$ cat config.mk
export PLATFORM = sky130hd
export DESIGN_NAME = fps_fan_drive
export DESIGN_NICKNAME = d
export VERILOG_FILES = /design/src/fps_pkg.sv /design/src/fps_kick_timer.sv /design/src/fps_pwm_gen.sv /design/src/fps_fan_drive.sv
export SDC_FILE = /design/constraint.sdc
export NUM_CORES = 1
export LEC_CHECK = 0
export ABC_CLOCK_PERIOD_IN_PS = 13200
export BUFFER_PORTS_ARGS = -buffer_cell sky130_fd_sc_hd__buf_4
export CAP_MARGIN = 5
export CORE_AREA = 5 5 100 102
export DETAILED_ROUTE_END_ITERATION = 7
export DIE_AREA = 0 0 105 107
export PLACE_DENSITY = 0.84
export SLEW_MARGIN = 0
export SYNTH_ARGS = -nofsm -noshare
export SYNTH_HDL_FRONTEND = slang
export SYNTH_SLANG_ARGS = --single-unit
export TNS_END_PERCENT = 20
$ cat constraint.sdc
create_clock -name SYS_CLK_I -period 13.2 [get_ports SYS_CLK_I]
set_clock_uncertainty 0.05 [all_clocks]
set_input_delay 2.64 -clock SYS_CLK_I [delete_from_list [all_inputs] [get_ports SYS_CLK_I]]
set_output_delay 2.64 -clock SYS_CLK_I [all_outputs]
set_load 0.02 [all_outputs]
$ cat src/fps_pkg.sv
// ==========================================================================
// shared constants and carriers
package fps_pkg;

  // ========================================================================
  // clocking
  localparam int CLK_HZ        = 10_000_000;
  localparam int MCLK_FAST_HZ  = 360_000;
  localparam int MCLK_SLOW_HZ  = 1_400;
  // nearest whole divide of the system clock
  localparam int MCLK_FAST_DIV = (CLK_HZ + MCLK_FAST_HZ / 2) / MCLK_FAST_HZ;
  localparam int MCLK_SLOW_DIV = (CLK_HZ + MCLK_SLOW_HZ / 2) / MCLK_SLOW_HZ;

  // ========================================================================
  // spin-up timing: shortest kick, longer codes double it
  localparam int KICK_BASE_MS  = 50;
  localparam int KICK_BASE_CYC = (CLK_HZ / 1000) * KICK_BASE_MS;
  localparam int KICK_CNT_W    = 32;

  // ========================================================================
  // register offsets
  localparam logic [7:0] OFS_DRIVE_CFG = 8'h4a;
  localparam logic [7:0] OFS_KICK_CFG  = 8'h4b;
  localparam logic [7:0] OFS_DUTY      = 8'h4c;
  localparam logic [7:0] OFS_FREQ      = 8'h4d;

  // ========================================================================
  // reset values
  localparam logic [7:0] DRIVE_CFG_RST = 8'h20;
  localparam logic [7:0] KICK_CFG_RST  = 8'h3f;
  localparam logic [4:0] FREQ_RST      = 5'h00;
  localparam logic [5:0] DUTY_RST      = 6'h00;

  // ========================================================================
  // duty scale: 64 steps per period
  localparam int         DUTY_W        = 6;
  localparam int         FREQ_W        = 5;
  localparam logic [5:0] DUTY_ZERO     = 6'h00;
  localparam logic [5:0] KICK_DUTY_50  = 6'h20;
  localparam logic [5:0] KICK_DUTY_75  = 6'h30;

  // ========================================================================
  // field codes
  localparam logic [1:0] TACH_MODE_STD = 2'h0;
  localparam logic [1:0] KDUTY_NONE    = 2'h0;
  localparam logic [1:0] KDUTY_50      = 2'h1;
  localparam logic [1:0] KDUTY_75      = 2'h2;
  localparam logic [1:0] KDUTY_FULL    = 2'h3;
  localparam logic [2:0] KDUR_NONE     = 3'h0;

  // ========================================================================
  // register layouts
  typedef struct packed {
    logic [1:0] unused;
    logic       manual;
    logic       polarity;
    logic       clk_slow;
    logic       rsvd;
    logic [1:0] tach_mode;
  } fps_drive_cfg_type;

  typedef struct packed {
    logic [1:0] unused;
    logic       early_exit;
    logic [1:0] duty;
    logic [2:0] dur;
  } fps_kick_cfg_type;

  typedef struct packed {
    logic       wr;
    logic       rd;
    logic [7:0] addr;
    logic [7:0] wdata;
  } fps_bus_req_type;

  typedef enum logic [0:0] {
    KS_IDLE = 1'b0,
    KS_RUN  = 1'b1
  } fps_kick_state_type;

endpackage

$ cat src/fps_kick_timer.sv
`timescale 1ns/1ps
// ==========================================================================
// spin-up duration timer
module fps_kick_timer #(
  parameter int BASE_CYC = fps_pkg::KICK_BASE_CYC
) (
  input  wire logic       clk_i,
  input  wire logic       rst_b_i,
  input  wire logic       ce_i,
  input  wire logic       start_i,
  input  wire logic       abort_i,
  input  wire logic [2:0] dur_i,
  output logic            active_o
);

  fps_pkg::fps_kick_state_type state_r;
  fps_pkg::fps_kick_state_type state_nxt;
  logic [fps_pkg::KICK_CNT_W-1:0] cnt_r;
  logic [fps_pkg::KICK_CNT_W-1:0] cnt_nxt;
  logic [fps_pkg::KICK_CNT_W-1:0] limit;
  logic [2:0]                     shift;
  logic                           expired;

  // code 1 is the base, each further code doubles it
  assign shift   = dur_i - 3'h1;
  assign limit   = fps_pkg::KICK_CNT_W'(BASE_CYC) << shift;
  assign expired = (cnt_r >= limit - 1'b1);

  always_comb
  begin
    state_nxt = state_r;
    cnt_nxt   = cnt_r;
    case (state_r)
      fps_pkg::KS_IDLE:
      begin
        cnt_nxt = '0;
        if (start_i)
          state_nxt = fps_pkg::KS_RUN;
      end
      fps_pkg::KS_RUN:
      begin
        cnt_nxt = cnt_r + 1'b1;
        // whichever comes first ends the kick
        if (expired || abort_i || dur_i == fps_pkg::KDUR_NONE)
        begin
          state_nxt = fps_pkg::KS_IDLE;
          cnt_nxt   = '0;
        end
      end
      default:
      begin
        state_nxt = fps_pkg::KS_IDLE;
        cnt_nxt   = '0;
      end
    endcase
  end

  always_ff @(posedge clk_i)
  begin
    if (!rst_b_i)
    begin
      state_r <= fps_pkg::KS_IDLE;
      cnt_r   <= '0;
    end
    else if (ce_i)
    begin
      state_r <= state_nxt;
      cnt_r   <= cnt_nxt;
    end
  end

  assign active_o = (state_r == fps_pkg::KS_RUN);

endmodule // fps_kick_timer

$ cat src/fps_pwm_gen.sv
`timescale 1ns/1ps
// ==========================================================================
// master clock prescaler and duty comparator
module fps_pwm_gen #(
  parameter int FAST_DIV = fps_pkg::MCLK_FAST_DIV,
  parameter int SLOW_DIV = fps_pkg::MCLK_SLOW_DIV
) (
  input  wire logic                      clk_i,
  input  wire logic                      rst_b_i,
  input  wire logic                      ce_i,
  input  wire logic                      clk_slow_i,
  input  wire logic [fps_pkg::FREQ_W-1:0] freq_div_i,
  input  wire logic [fps_pkg::DUTY_W-1:0] duty_i,
  input  wire logic                      full_i,
  output logic                           fan_on_o
);

  logic [15:0]                 pre_r;
  logic [15:0]                 pre_limit;
  logic [fps_pkg::FREQ_W-1:0]  div_r;
  logic [fps_pkg::DUTY_W-1:0]  step_r;
  logic                        mtick;
  logic                        step_tick;
  logic                        on_nxt;

  assign pre_limit = clk_slow_i ? 16'(SLOW_DIV - 1)
                                : 16'(FAST_DIV - 1);
  assign mtick     = (pre_r >= pre_limit);
  assign step_tick = mtick && (div_r >= freq_div_i);
  assign on_nxt    = full_i || (step_r < duty_i);

  always_ff @(posedge clk_i)
  begin
    if (!rst_b_i)
    begin
      pre_r    <= '0;
      div_r    <= '0;
      step_r   <= '0;
      fan_on_o <= 1'b0;
    end
    else if (ce_i)
    begin
      pre_r    <= mtick ? 16'h0000 : pre_r + 16'h0001;
      if (mtick)
        div_r  <= step_tick ? '0 : div_r + 1'b1;
      if (step_tick)
        step_r <= step_r + 1'b1;
      fan_on_o <= on_nxt;
    end
  end

endmodule // fps_pwm_gen

$ cat src/fps_fan_drive.sv
`timescale 1ns/1ps
module fps_fan_drive #(
  parameter int KICK_BASE_CYC = fps_pkg::KICK_BASE_CYC,
  parameter int SLOW_DIV      = fps_pkg::MCLK_SLOW_DIV
) (
  input  wire logic       SYS_CLK_I,
  input  wire logic       RST_B_I,
  input  wire logic       CE_I,
  input  wire logic [7:0] REG_ADDR_I,
  input  wire logic [7:0] REG_WDATA_I,
  input  wire logic       REG_WR_I,
  input  wire logic       REG_RD_I,
  output logic      [7:0] REG_RDATA_O,
  input  wire logic [5:0] LUT_DUTY_I,
  input  wire logic       TACH_MIN_REACHED_I,
  output logic            LUT_WR_EN_O,
  output logic      [1:0] TACH_MODE_O,
  output logic            KICK_ACTIVE_O,
  output logic            FAN_PWM_O,
  output logic            FAN_PWM_OE_O
);

  // ========================================================================
  // kick duty decode
  function automatic logic [5:0] kick_duty_f(input logic [1:0] code);
    case (code)
      fps_pkg::KDUTY_50: kick_duty_f = fps_pkg::KICK_DUTY_50;
      fps_pkg::KDUTY_75: kick_duty_f = fps_pkg::KICK_DUTY_75;
      default:           kick_duty_f = fps_pkg::DUTY_ZERO;
    endcase
  endfunction

  // ========================================================================
  // bus request and register state
  fps_pkg::fps_bus_req_type   req;
  fps_pkg::fps_drive_cfg_type cfg_r;
  fps_pkg::fps_drive_cfg_type cfg_nxt;
  fps_pkg::fps_kick_cfg_type  kick_r;
  fps_pkg::fps_kick_cfg_type  kick_nxt;
  logic [4:0]                 freq_r;
  logic [5:0]                 duty_man_r;
  logic [7:0]                 rdata_r;
  logic [7:0]                 rdata_nxt;
  logic                       prev_zero_r;
  logic [1:0]                 tach_mode_r;
  logic                       pin_oe_r;

  assign req.wr    = REG_WR_I;
  assign req.rd    = REG_RD_I;
  assign req.addr  = REG_ADDR_I;
  assign req.wdata = REG_WDATA_I;

  // ========================================================================
  // address decode
  wire hit_cfg  = (req.addr == fps_pkg::OFS_DRIVE_CFG);
  wire hit_kick = (req.addr == fps_pkg::OFS_KICK_CFG);
  wire hit_duty = (req.addr == fps_pkg::OFS_DUTY);
  wire hit_freq = (req.addr == fps_pkg::OFS_FREQ);

  wire wr_cfg   = req.wr && hit_cfg;
  wire wr_kick  = req.wr && hit_kick;
  wire wr_freq  = req.wr && hit_freq;
  // duty register only accepts writes in manual mode
  wire wr_duty  = req.wr && hit_duty && cfg_r.manual;

  // upper bits are never stored, so they cannot read back nonzero
  always_comb
  begin
    cfg_nxt          = cfg_r;
    kick_nxt         = kick_r;
    if (wr_cfg)
      cfg_nxt        = fps_pkg::fps_drive_cfg_type'(req.wdata);
    if (wr_kick)
      kick_nxt       = fps_pkg::fps_kick_cfg_type'(req.wdata);
    cfg_nxt.unused   = 2'h0;
    kick_nxt.unused  = 2'h0;
  end

  // ========================================================================
  // duty source and kick control
  logic [5:0] cmd_duty;
  logic       cmd_zero;
  logic       kick_bypass;
  logic       kick_start;
  logic       kick_abort;
  logic       kick_full;
  logic       kick_active;
  logic [5:0] out_duty;
  logic       out_full;
  logic       fan_on;

  assign cmd_duty    = cfg_r.manual ? duty_man_r
                                    : LUT_DUTY_I;
  assign cmd_zero    = (cmd_duty == fps_pkg::DUTY_ZERO);
  // no duration means no kick at all; no duty needs early exit to kick
  assign kick_bypass = (kick_r.dur == fps_pkg::KDUR_NONE) ||
                       ((kick_r.duty == fps_pkg::KDUTY_NONE) &&
                        !kick_r.early_exit);
  assign kick_start  = prev_zero_r && !cmd_zero && !kick_bypass;
  assign kick_abort  = kick_r.early_exit && TACH_MIN_REACHED_I;
  assign kick_full   = kick_r.early_exit ||
                       (kick_r.duty == fps_pkg::KDUTY_FULL);
  assign out_duty    = kick_active ? kick_duty_f(kick_r.duty)
                                   : cmd_duty;
  assign out_full    = kick_active && kick_full;

  fps_kick_timer #(
    .BASE_CYC (KICK_BASE_CYC)
  ) u_kick (
    .clk_i    (SYS_CLK_I),
    .rst_b_i  (RST_B_I),
    .ce_i     (CE_I),
    .start_i  (kick_start),
    .abort_i  (kick_abort),
    .dur_i    (kick_r.dur),
    .active_o (kick_active)
  );

  fps_pwm_gen #(
    .FAST_DIV   (fps_pkg::MCLK_FAST_DIV),
    .SLOW_DIV   (SLOW_DIV)
  ) u_pwm (
    .clk_i      (SYS_CLK_I),
    .rst_b_i    (RST_B_I),
    .ce_i       (CE_I),
    .clk_slow_i (cfg_r.clk_slow),
    .freq_div_i (freq_r),
    .duty_i     (out_duty),
    .full_i     (out_full),
    .fan_on_o   (fan_on)
  );

  // ========================================================================
  // read mux
  wire [7:0] rd_cfg  = {2'h0, cfg_r[5:0]};
  wire [7:0] rd_kick = {2'h0, kick_r[5:0]};
  wire [7:0] rd_freq = {3'h0, freq_r};
  // duty hides during a kick so software never mistakes it for the command
  wire [7:0] rd_duty = kick_active ? 8'h00 : {2'h0, cmd_duty};

  always_comb
  begin
    rdata_nxt = 8'h00;
    if (req.rd)
    begin
      if (hit_cfg)
        rdata_nxt = rd_cfg;
      else if (hit_kick)
        rdata_nxt = rd_kick;
      else if (hit_duty)
        rdata_nxt = rd_duty;
      else if (hit_freq)
        rdata_nxt = rd_freq;
      else
        rdata_nxt = 8'h00;
    end
  end

  // ========================================================================
  // derived pin and mode state
  // the mode field is kept as written; only its use is forced
  wire [1:0] tach_mode_nxt = cfg_r.clk_slow ? cfg_r.tach_mode
                                            : fps_pkg::TACH_MODE_STD;
  // open-drain: pull low for off when clear, for on when set
  wire       pin_oe_nxt    = ~(fan_on ^ cfg_r.polarity);

  // ========================================================================
  // registers
  always_ff @(posedge SYS_CLK_I)
  begin
    if (!RST_B_I)
    begin
      cfg_r       <= fps_pkg::fps_drive_cfg_type'(fps_pkg::DRIVE_CFG_RST);
      kick_r      <= fps_pkg::fps_kick_cfg_type'(fps_pkg::KICK_CFG_RST);
      freq_r      <= fps_pkg::FREQ_RST;
      duty_man_r  <= fps_pkg::DUTY_RST;
      rdata_r     <= 8'h00;
      prev_zero_r <= 1'b1;
      tach_mode_r <= fps_pkg::TACH_MODE_STD;
      pin_oe_r    <= 1'b1;
    end
    else if (CE_I)
    begin
      cfg_r       <= cfg_nxt;
      kick_r      <= kick_nxt;
      if (wr_freq)
        freq_r    <= req.wdata[4:0];
      if (wr_duty)
        duty_man_r <= req.wdata[5:0];
      rdata_r     <= rdata_nxt;
      prev_zero_r <= cmd_zero;
      tach_mode_r <= tach_mode_nxt;
      pin_oe_r    <= pin_oe_nxt;
    end
  end

  // ========================================================================
  // outputs
  assign REG_RDATA_O   = rdata_r;
  assign LUT_WR_EN_O   = cfg_r.manual;
  assign TACH_MODE_O   = tach_mode_r;
  assign KICK_ACTIVE_O = kick_active;
  assign FAN_PWM_O     = 1'b0;
  assign FAN_PWM_OE_O  = pin_oe_r;

endmodule // fps_fan_drive

# == Word level (Yosys, flattened, before mapping) ==
# Index checks and enable logic that the tools add are counted.
# op_classes
add_sub_neg,6
magnitude_cmp,4
n_eq_ne,7
n_shift,1
n_mux,18
bitwise,3
reduce_logical,28
# ops
operator,n
$pmux 32 s2,1
$mux 6,7
$add 32x1->32 const B,1
$eq 8x7->1 const B,4
$ge 32x32->1,1
$mux 32,1
$shl 19x3->32 const A,1
$sub 32x1->32 const B,1
$add 16x1->16 const B,1
$ge 16x16->1,1
$mux 16,1
$mux 13,1
$pmux 6 s2,1
$reduce_and 2->1,6
$logic_and 1x1->1,11
$mux 5,2
$add 6x1->6 const B,1
$logic_not 6->1,1
$lt 6x6->1,1
$add 5x1->5 const B,1
$ge 5x5->1,1
$logic_or 1x1->1,5
$eq 2x2->1 const B,2
$logic_not 1->1,3
other kinds (9),11
# totals
regBits,96
in_bits,28
output_inout_bits,14

# == Logic depth before layout (Yosys ltp) ==
# Gate-level depths: netlist of the first run.
# depth
depth_word,8
depth_mapped,19
mapped_depth_nobuf,16

# == Hierarchy ==
# Synthesis of the first run repeated with hierarchy kept, for this count alone.
# unflattened
hier_cells,707
area_unflattened_um2,6054.6
# by_module_without_submodules
mod,n_inst,cells_per_inst,area_per_inst_um2,seq_area_each_um2
fps_kick_timer,1,304,2472.4,660.6
fps_fan_drive,1,200,1808.0,660.6
fps_pwm_gen,1,203,1774.2,560.5

# == Worst setup path after synthesis of the first run ==
# Ideal clock, no wire load.
# synth_timing
path_kind,input -> register
startpoint,input port REG_ADDR_I[5]
endpoint,register cfg_r (netlist bit LUT_WR_EN_O)
setup_time_ps,129
arrival_time_ps,3992
required_ps,13021
setup_slack_ps,9028
path_stages,6
cell_sequence,nor3_1 nand3_1 nor3_1 nand3_1 mux2i_1 nand2_1
# synth_via
elab_chain_len,3
# synth_rtl
item,line,source
start: declaration,fps_fan_drive.sv:9,"input wire logic [7:0] REG_ADDR_I,"
$eq 8x7->1,fps_fan_drive.sv:55,wire hit_cfg = (req.addr == fps_pkg::OFS_DRIVE_CFG);
$logic_and 1x1->1,fps_fan_drive.sv:60,wire wr_cfg = req.wr && hit_cfg;
$reduce_and 2->1 (no source line),-,
end signal: assignment,fps_fan_drive.sv:173,cfg_r <= fps_pkg::fps_drive_cfg_type'(fps_pkg::DRIVE_CFG_RST);
end signal: assignment,fps_fan_drive.sv:184,cfg_r <= cfg_nxt;
end: declaration,fps_fan_drive.sv:36,fps_pkg::fps_drive_cfg_type cfg_r;
# Every way passes these cells.
# A chain may end at the register's enable or synchronous reset.

# == Worst setup path in the final report of the first run ==
# layout_timing
startpoint,register kick_r[0] (netlist bit)
endpoint,register u_kick.cnt_r[12] (netlist bit)
# layout_via
elab_chain_len,8
word_cells_on_any_way,9
# layout_rtl
item,line,source
start: declaration,fps_fan_drive.sv:38,fps_pkg::fps_kick_cfg_type kick_r;
start signal: assignment,fps_fan_drive.sv:174,kick_r <= fps_pkg::fps_kick_cfg_type'(fps_pkg::KICK_CFG_RST);
start signal: assignment,fps_fan_drive.sv:185,kick_r <= kick_nxt;
$sub 3x1->3,fps_kick_timer.sv:25,assign shift = dur_i - 3'h1;
$shl 19x3->32,fps_kick_timer.sv:26,assign limit = fps_pkg::KICK_CNT_W'(BASE_CYC) << shift;
$sub 32x1->32,fps_kick_timer.sv:27,assign expired = (cnt_r >= limit - 1'b1);
$ge 32x32->1,fps_kick_timer.sv:27,
$logic_or 1x1->1,fps_kick_timer.sv:44,if (expired || abort_i || dur_i == fps_pkg::KDUR_NONE)
$logic_or 1x1->1 *,fps_kick_timer.sv:44,
$mux 32 *,fps_kick_timer.sv:44,
$pmux 32 s2 *,fps_kick_timer.sv:33,case (state_r)
end signal: assignment,fps_kick_timer.sv:68,cnt_r <= cnt_nxt;
end: declaration,fps_kick_timer.sv:18,logic [fps_pkg::KICK_CNT_W-1:0] cnt_r;
# Mark *: on every way between the ends. The rest lies on a longest branch, timed or not.

==> flow_metrics.py, run 1 <==
metrics = {
    "status": {
        "run_status": "complete, no violations",
    },
    "power": {
        "ir_drop_mv": 0.0764,
        "power.leakage_nw": 2.52,
        "power_density_nw_per_um2": 82.0,
    },
    "synthesis": {
        "synth_area_sq_um": 5730,
        "yosys.area_share.xor_xnor": 0.0731,
        "yosysWarnings": 0,
        "synthFlopType": "dfxtp_1",
        "yosys_register_bits": 94,
        "yosys.area_share.simple": 0.244,
        "synth_compound_area_frac": 0.134,
        "synthArstFlopShare": 0,
        "synth_top_family_by_area": "simple AND/OR/NAND/NOR gates",
        "yosysSeqAreaShare": 0.328,
        "synth_fa_ha_area_frac": 0.122,
        "synth.distinct_cells": 66,
        "avgSynthCellArea_sq_um": 8.42,
        "synth_mux_area_frac": 0.0578,
        "netlist_instances": 681,
        "synth_edf_count": 0,
    },
    "timing": {
        "worstMarginPinSlew_ns": 0.792,
        "finalCriticalPeriod_ns": 5.72,
        "timing.final.ws_setup_ns": 7.48,
        "slew_headroom": 0.467,
        "worst_hold_slack_ns": 0.428,
        "fmax_ghz": 0.175,
        "setup_violations": 0,
        "rsz0062_at_grt": "false",
        "finalHoldViolCount": 0,
        "fin_crit_sh": 0.433,
        "fin_setup_tns_ns": 0,
        "maxSlewViolCount": 0,
    },
    "worst_setup_path": {
        "startpoint_type": "flip-flop",
        "crit_arrival_ns": 5.90,
        "cp.required_ns": 13.38,
        "crit_type": "reg2reg",
        "cp_slowest_cell": "a21o_1",
        "cp_max_fo": 26,
        "cp_top_family": "compound AO/OA/AOI/OAI gates",
        "crit_chain": "inv_1, ha_1, xor2_2, inv_2, mux2i_1, nand3_1, o22a_1, nor4b_1, o21bai_1, ha_1, nand4_1, nor4_1, o31ai_1, a31oi_1, a21o_1, nor2_1",
        "path_buf_inv": 2,
        "end_kind": "flip-flop",
        "crit_top_cell": "ha_1",
        "critical-path-max-stage-delay_ns": 0.73,
    },
    "global_route": {
        "grt_max_degree": 34,
        "grt_pass1_vias": 4781,
        "grt-ovfl-total": 0,
        "grt_pass1_wl_um": 22200,
        "track_usage": 0.235,
        "antenna_found_initial": 0,
    },
    "die": {
        "start_util": 0.636,
        "dieArea_sq_um": 11200,
        "rows": 35,
        "die_h_um": 107,
        "die_x_um": 105,
        "coreArea_sq_um": 9020,
        "ioPinCount": 42,
    },
    "route": {
        "avgRoutedWirePerCell_um": 16.0,
        "vias_per_cell": 6.11,
        "dr.first_iter.drc_count": 290,
        "ant_nets": 0,
        "drc": 0,
        "wl_um": 13100,
        "vias": 5003,
        "firstDrtPassIters": 5,
    },
    "place": {
        "place_congestion": 0.927,
        "dp_slack_ns": 7.63,
        "post-dp-hpwl_um": 9640,
        "numPortBuffers": 36,
    },
    "clock_tree": {
        "htreeDepth": 3,
        "hold_buffers": 0,
        "cts_inserted_buffers": 9,
        "clockRootBuffer": "clkbuf_8",
        "cts_tree": "built",
        "postCtsResizedCells": 0,
        "clock_path_buffers": 2,
        "clk_latency_ns": 0.38,
        "path_clk_slew_ns": 0.12,
        "clock-sinks": 94,
        "post-cts-setup-buffers": 0,
    },
    "cells_and_area": {
        "num-nets-final": 787,
        "area_growth_pct": 8.38,
        "mostFrequentLayoutCell": "dfxtp_1",
        "nFillCells": 687,
        "drive_above_1_share": 0.0989,
        "utilization": 0.689,
        "multiInputGateArea_sq_um": 3630,
        "n_antenna_cell": 0,
        "final_cell_mix": "94 x dfxtp_1, 92 x nor2_1, 56 x nand2_1, 56 x ha_1, 36 x buf_4",
        "seq_area_sq_um": 1880,
    },
    "run": {
        "maxCapViolCount": 0,
    },
    "min_path": {
        "min_path_type": "reg2reg",
    },
}
[cell usage after synthesis (all sizes together) (7+ instances only)]
master | instances | share of area
a21oi | 29 | 0.025
dfxtp | 94 | 0.33
nor4 | 10 | 0.011
a211oi | 8 | 0.011
o211ai | 9 | 0.012
a31oi | 7 | 0.010
ha | 56 | 0.12
o21ai | 27 | 0.024
mux2i | 32 | 0.056
nand2b | 11 | 0.012
xor2 | 28 | 0.044
and3 | 9 | 0.0098
xnor2 | 19 | 0.029
nor3 | 13 | 0.014
clkbuf | 13 | 0.0085
nand2 | 57 | 0.039
nor2 | 92 | 0.060
nand4 | 26 | 0.028
nand3 | 33 | 0.029
buf | 14 | 0.016
inv | 22 | 0.014
[cells by family (layout without fill, tap and decap cells)]
family | after synthesis | after routing
multiplexers | 33 | 33
other | 1 | 3
XOR/XNOR | 47 | 47
AO/OA/AOI/OAI | 115 | 115
flip-flops | 94 | 94
adder cells (fa/ha/maj) | 56 | 56
buffers and inverters | 50 | 75
AND/OR/NAND/NOR | 285 | 285
[through the flow]
| stage | cells | total power [W] | cell area (sq um) |
|---|---|---|---|
| finish | 819 | 0.000509 | 6210 |
| global route | 819 | 0.000527 | 6210 |
| CTS | 819 | 0.000512 | 6210 |
| detailed placement | 803 | 0.000317 | 6010 |
| global placement | 803 | 0.000316 | 6010 |
| floorplan | 683 | 0.000307 | 5740 |
[cell type report]
type	count	area share
Clock buffer	9	0.0199
Clock inverter	7	0.0131
Inverter	23	0.0139
Multi-Input combinational cell	539	0.584
Sequential cell	94	0.303
Tap cell	111	0.0223
Timing Repair Buffer	36	0.0435
[worst paths after layout]
path                                    start                       endpoint  slack, ns  cells after the start
hold reg to reg   TACH_MODE_O[1]$_SDFFE_PN0P_    TACH_MODE_O[1]$_SDFFE_PN0P_       0.43                      2
setup reg to reg       kick_r[0]$_SDFFE_PN1P_  u_kick.cnt_r[12]$_SDFFE_PN0P_       7.48                     16
hold / removal    TACH_MODE_O[1]$_SDFFE_PN0P_    TACH_MODE_O[1]$_SDFFE_PN0P_       0.43                      2
setup / recovery       kick_r[0]$_SDFFE_PN1P_  u_kick.cnt_r[12]$_SDFFE_PN0P_       7.48                     16
[where the power goes]
part | switching, W | total [W] | internal, W
clock network | 0.000122 | 0.000199 | 0.0000764
logic | 0.0000154 | 0.0000248 | 0.00000936
registers | 0.00000138 | 0.000286 | 0.000285
[flip-flops by register name, summed over array words and instances, names as in the netlist]
name	count
u_kick.cnt_r	32
u_pwm.pre_r	16
u_pwm.step_r	6
REG_RDATA_O	6
FAN_PWM_OE_O	1
duty_man_r	6
u_pwm.div_r	5
u_pwm.fan_on_o	1
u_kick.active_o	1
TACH_MODE_O	2
LUT_WR_EN_O	1
cfg_r	5
freq_r	5
prev_zero_r	1
kick_r	6
[per-layer routing]
layer / global-route usage / vias up / share of wire
li1: - / 2472 / -
met2: 0.403 / 159 / 0.48
met1: 0.293 / 2350 / 0.44
met5: 0 / - / 0
met4: 0.0731 / 0 / 0.017
met3: 0.0542 / 22 / 0.061
[worst min-delay path, stage by stage (launching register included)]
cell,delay (ns)
dfxtp_1,0.33
nand2_1,0.06
a21oi_1,0.05
Power figures use the tool's default switching activity.
==> run 2, diff against run 1 <==
--- a/config.mk
+++ b/config.mk
@@ -5,13 +5,13 @@
 export SDC_FILE = /design/constraint.sdc
 export NUM_CORES = 1
 export LEC_CHECK = 0
-export ABC_CLOCK_PERIOD_IN_PS = 13200
+export ABC_CLOCK_PERIOD_IN_PS = 5900
 export BUFFER_PORTS_ARGS = -buffer_cell sky130_fd_sc_hd__buf_4
 export CAP_MARGIN = 5
-export CORE_AREA = 5 5 100 102
+export CORE_AREA = 5 5 103 105
 export DETAILED_ROUTE_END_ITERATION = 7
-export DIE_AREA = 0 0 105 107
-export PLACE_DENSITY = 0.84
+export DIE_AREA = 0 0 108 110
+export PLACE_DENSITY = 0.8
 export SLEW_MARGIN = 0
 export SYNTH_ARGS = -nofsm -noshare
 export SYNTH_HDL_FRONTEND = slang
==> constraint.sdc (replaced) <==
create_clock -name SYS_CLK_I -period 5.9 [get_ports SYS_CLK_I]
set_clock_uncertainty 0.05 [all_clocks]
set_input_delay 1.18 -clock SYS_CLK_I [delete_from_list [all_inputs] [get_ports SYS_CLK_I]]
set_output_delay 1.18 -clock SYS_CLK_I [all_outputs]
set_load 0.02 [all_outputs]
==> flow_metrics.py, run 2 (same netlist as run 1, synthesis figures left out) <==
metrics = {
    "cells_and_area": {
        "nFillCells": 815,
        "area_growth_pct": 9.14,
        "num-nets-final": 788,
        "drive_above_1_share": 0.100,
        "largest_registers": "u_kick.cnt_r (32), u_pwm.pre_r (16)",
        "n_antenna_cell": 0,
        "largest_reg_flops": 32,
        "final_area_sq_um": 6260,
        "mostFrequentLayoutCell": "dfxtp_1",
        "final_cell_mix": "94 x dfxtp_1, 92 x nor2_1, 56 x nand2_1, 56 x ha_1, 37 x buf_4",
        "top_register": "u_kick.cnt_r",
    },
    "power": {
        "ir_drop_mv": 0.115,
        "sw_frac_of_total": 0.255,
        "power.leakage_nw": 2.53,
        "p_seq_frac": 0.552,
        "power_density_nw_per_um2": 185,
        "internal-power_w": 0.000865,
        "p_comb_frac": 0.048,
        "pwr-share-clk": 0.400,
        "netSwitchingPower_w": 0.000295,
        "p_total_w": 0.00116,
    },
    "route": {
        "dr.first_iter.drc_count": 289,
        "wl_um": 13100,
        "vias_per_cell": 5.95,
        "drc": 0,
        "ant_nets": 0,
        "vias": 5007,
        "avgRoutedWirePerCell_um": 15.6,
        "firstDrtPassIters": 5,
    },
    "min_path": {
        "min_path_type": "reg2reg",
    },
    "global_route": {
        "grt_max_degree": 34,
        "grt_pass1_wl_um": 22000,
        "grt-ovfl-total": 0,
        "antenna_found_initial": 0,
        "track_usage": 0.230,
        "grt_pass1_vias": 4850,
    },
    "timing": {
        "worstMarginPinSlew_ns": 0.798,
        "fin_crit_sh": 0.863,
        "finalHoldViolCount": 0,
        "worst_hold_slack_ns": 0.417,
        "fin_setup_tns_ns": 0,
        "slew_headroom": 0.463,
        "fmax_ghz": 0.196,
        "maxSlewViolCount": 0,
        "setup_violations": 0,
        "finalCriticalPeriod_ns": 5.09,
        "rsz0062_at_grt": "false",
    },
    "worst_setup_path": {
        "cp_max_fo": 26,
        "cp.required_ns": 6.10,
        "cp_top_family": "compound AO/OA/AOI/OAI gates",
        "critical-path-max-stage-delay_ns": 0.62,
        "crit_top_cell": "ha_1",
        "path_buf_inv": 3,
        "r2r_setup_slack_ns": 0.81,
        "cp_slowest_cell": "dfxtp_1",
        "crit_chain": "inv_1, ha_1, xor2_2, inv_2, mux2i_1, nand3_1, o22a_1, nor4b_1, o21bai_1, ha_1, nand4_1, nor4_1, o31ai_1, a31oi_1, a21o_1, buf_4, nor2_1",
        "crit_type": "reg2reg",
        "crit_arrival_ns": 5.29,
        "end_kind": "flip-flop",
        "startpoint_type": "flip-flop",
    },
    "status": {
        "run_status": "complete, no violations",
    },
    "place": {
        "placed_area_sq_um": 6040,
        "place_congestion": 0.904,
        "post-dp-hpwl_um": 9920,
        "numPortBuffers": 36,
    },
    "clock_tree": {
        "htreeDepth": 3,
        "clock-sinks": 94,
        "cts_inserted_buffers": 9,
        "post-cts-setup-buffers": 0,
        "clock_path_buffers": 2,
        "postCtsResizedCells": 0,
        "cts_tree": "built",
        "clockRootBuffer": "clkbuf_8",
        "clk_latency_ns": 0.37,
        "hold_buffers": 0,
        "path_clk_slew_ns": 0.11,
    },
    "die": {
        "rows": 36,
        "ioPinCount": 42,
        "start_util": 0.600,
        "die_h_um": 110,
        "coreArea_sq_um": 9550,
        "dieArea_sq_um": 11900,
        "die_x_um": 108,
    },
    "run": {
        "maxCapViolCount": 0,
    },
}
==> run 2: cell types whose count changed in the layout (fill, tap and decap cells not counted) <==
cell	delta
inv_8	-2
buf_4	+1
bufinv_16	+1
clkinv_4	+1
clkinv_8	-1
inv_6	+1
==> run 2: worst paths after layout <==
kind	startpoint	endpoint	cells past startpoint
setup / recovery	kick_r[0]$_SDFFE_PN1P_	u_kick.cnt_r[26]$_SDFFE_PN0P_	17
hold / removal	TACH_MODE_O[0]$_SDFFE_PN0P_	TACH_MODE_O[0]$_SDFFE_PN0P_	2
setup reg to reg	kick_r[0]$_SDFFE_PN1P_	u_kick.cnt_r[26]$_SDFFE_PN0P_	17
hold reg to reg	TACH_MODE_O[0]$_SDFFE_PN0P_	TACH_MODE_O[0]$_SDFFE_PN0P_	2
==> run 2: through the flow <==
step / instances / worst slack (ns) / utilization
2_1_floorplan: 683 / 1.74 / -
3_3_place_gp: 826 / 0.965 / 0.633
3_5_place_dp: 826 / 0.834 / 0.633
4_1_cts: 842 / 0.771 / 0.655
5_1_grt: 842 / 0.244 / 0.655
6_report: 842 / 0.806 / 0.655
==> run 2: layout make-up <==
cell class | count | area [sq um] | area share
well taps | 133 | 166 | 0.0266
multi-input cells | 539 | 3630 | 0.580
inverters | 23 | 86.3 | 0.0138
clock inverters | 7 | 90.1 | 0.0144
clock buffers | 9 | 124 | 0.0198
flip-flops and latches | 94 | 1880 | 0.301
repair buffers | 37 | 278 | 0.0444
==> run 2: metal layers <==
| layer | track usage | wire length [um] |
|---|---|---|
| met5 | 0 | 0 |
| met4 | 0.0920 | 306 |
| met3 | 0.0408 | 798 |
| met2 | 0.390 | 6230 |
| met1 | 0.292 | 5790 |
==> run 2: power groups by stage <==
stage | Sequential [W] | Clock [W] | Combinational, W
2_1_floorplan | 0.000654 | 0 | 0.0000334
3_3_place_gp | 0.000654 | 0 | 0.0000539
3_5_place_dp | 0.000654 | 0 | 0.0000551
4_1_cts | 0.000640 | 0.000471 | 0.0000554
5_1_grt | 0.000640 | 0.000497 | 0.0000608
6_report | 0.000640 | 0.000464 | 0.0000558
==> run 2: worst register-to-register path, cell delays in order (launching register included) <==
cell,delay (ns)
dfxtp_1,0.62
inv_1,0.25
ha_1,0.33
xor2_2,0.58
inv_2,0.22
mux2i_1,0.28
nand3_1,0.14
o22a_1,0.26
nor4b_1,0.25
o21bai_1,0.12
ha_1,0.30
nand4_1,0.20
nor4_1,0.30
o31ai_1,0.10
a31oi_1,0.43
a21o_1,0.19
buf_4,0.26
nor2_1,0.09
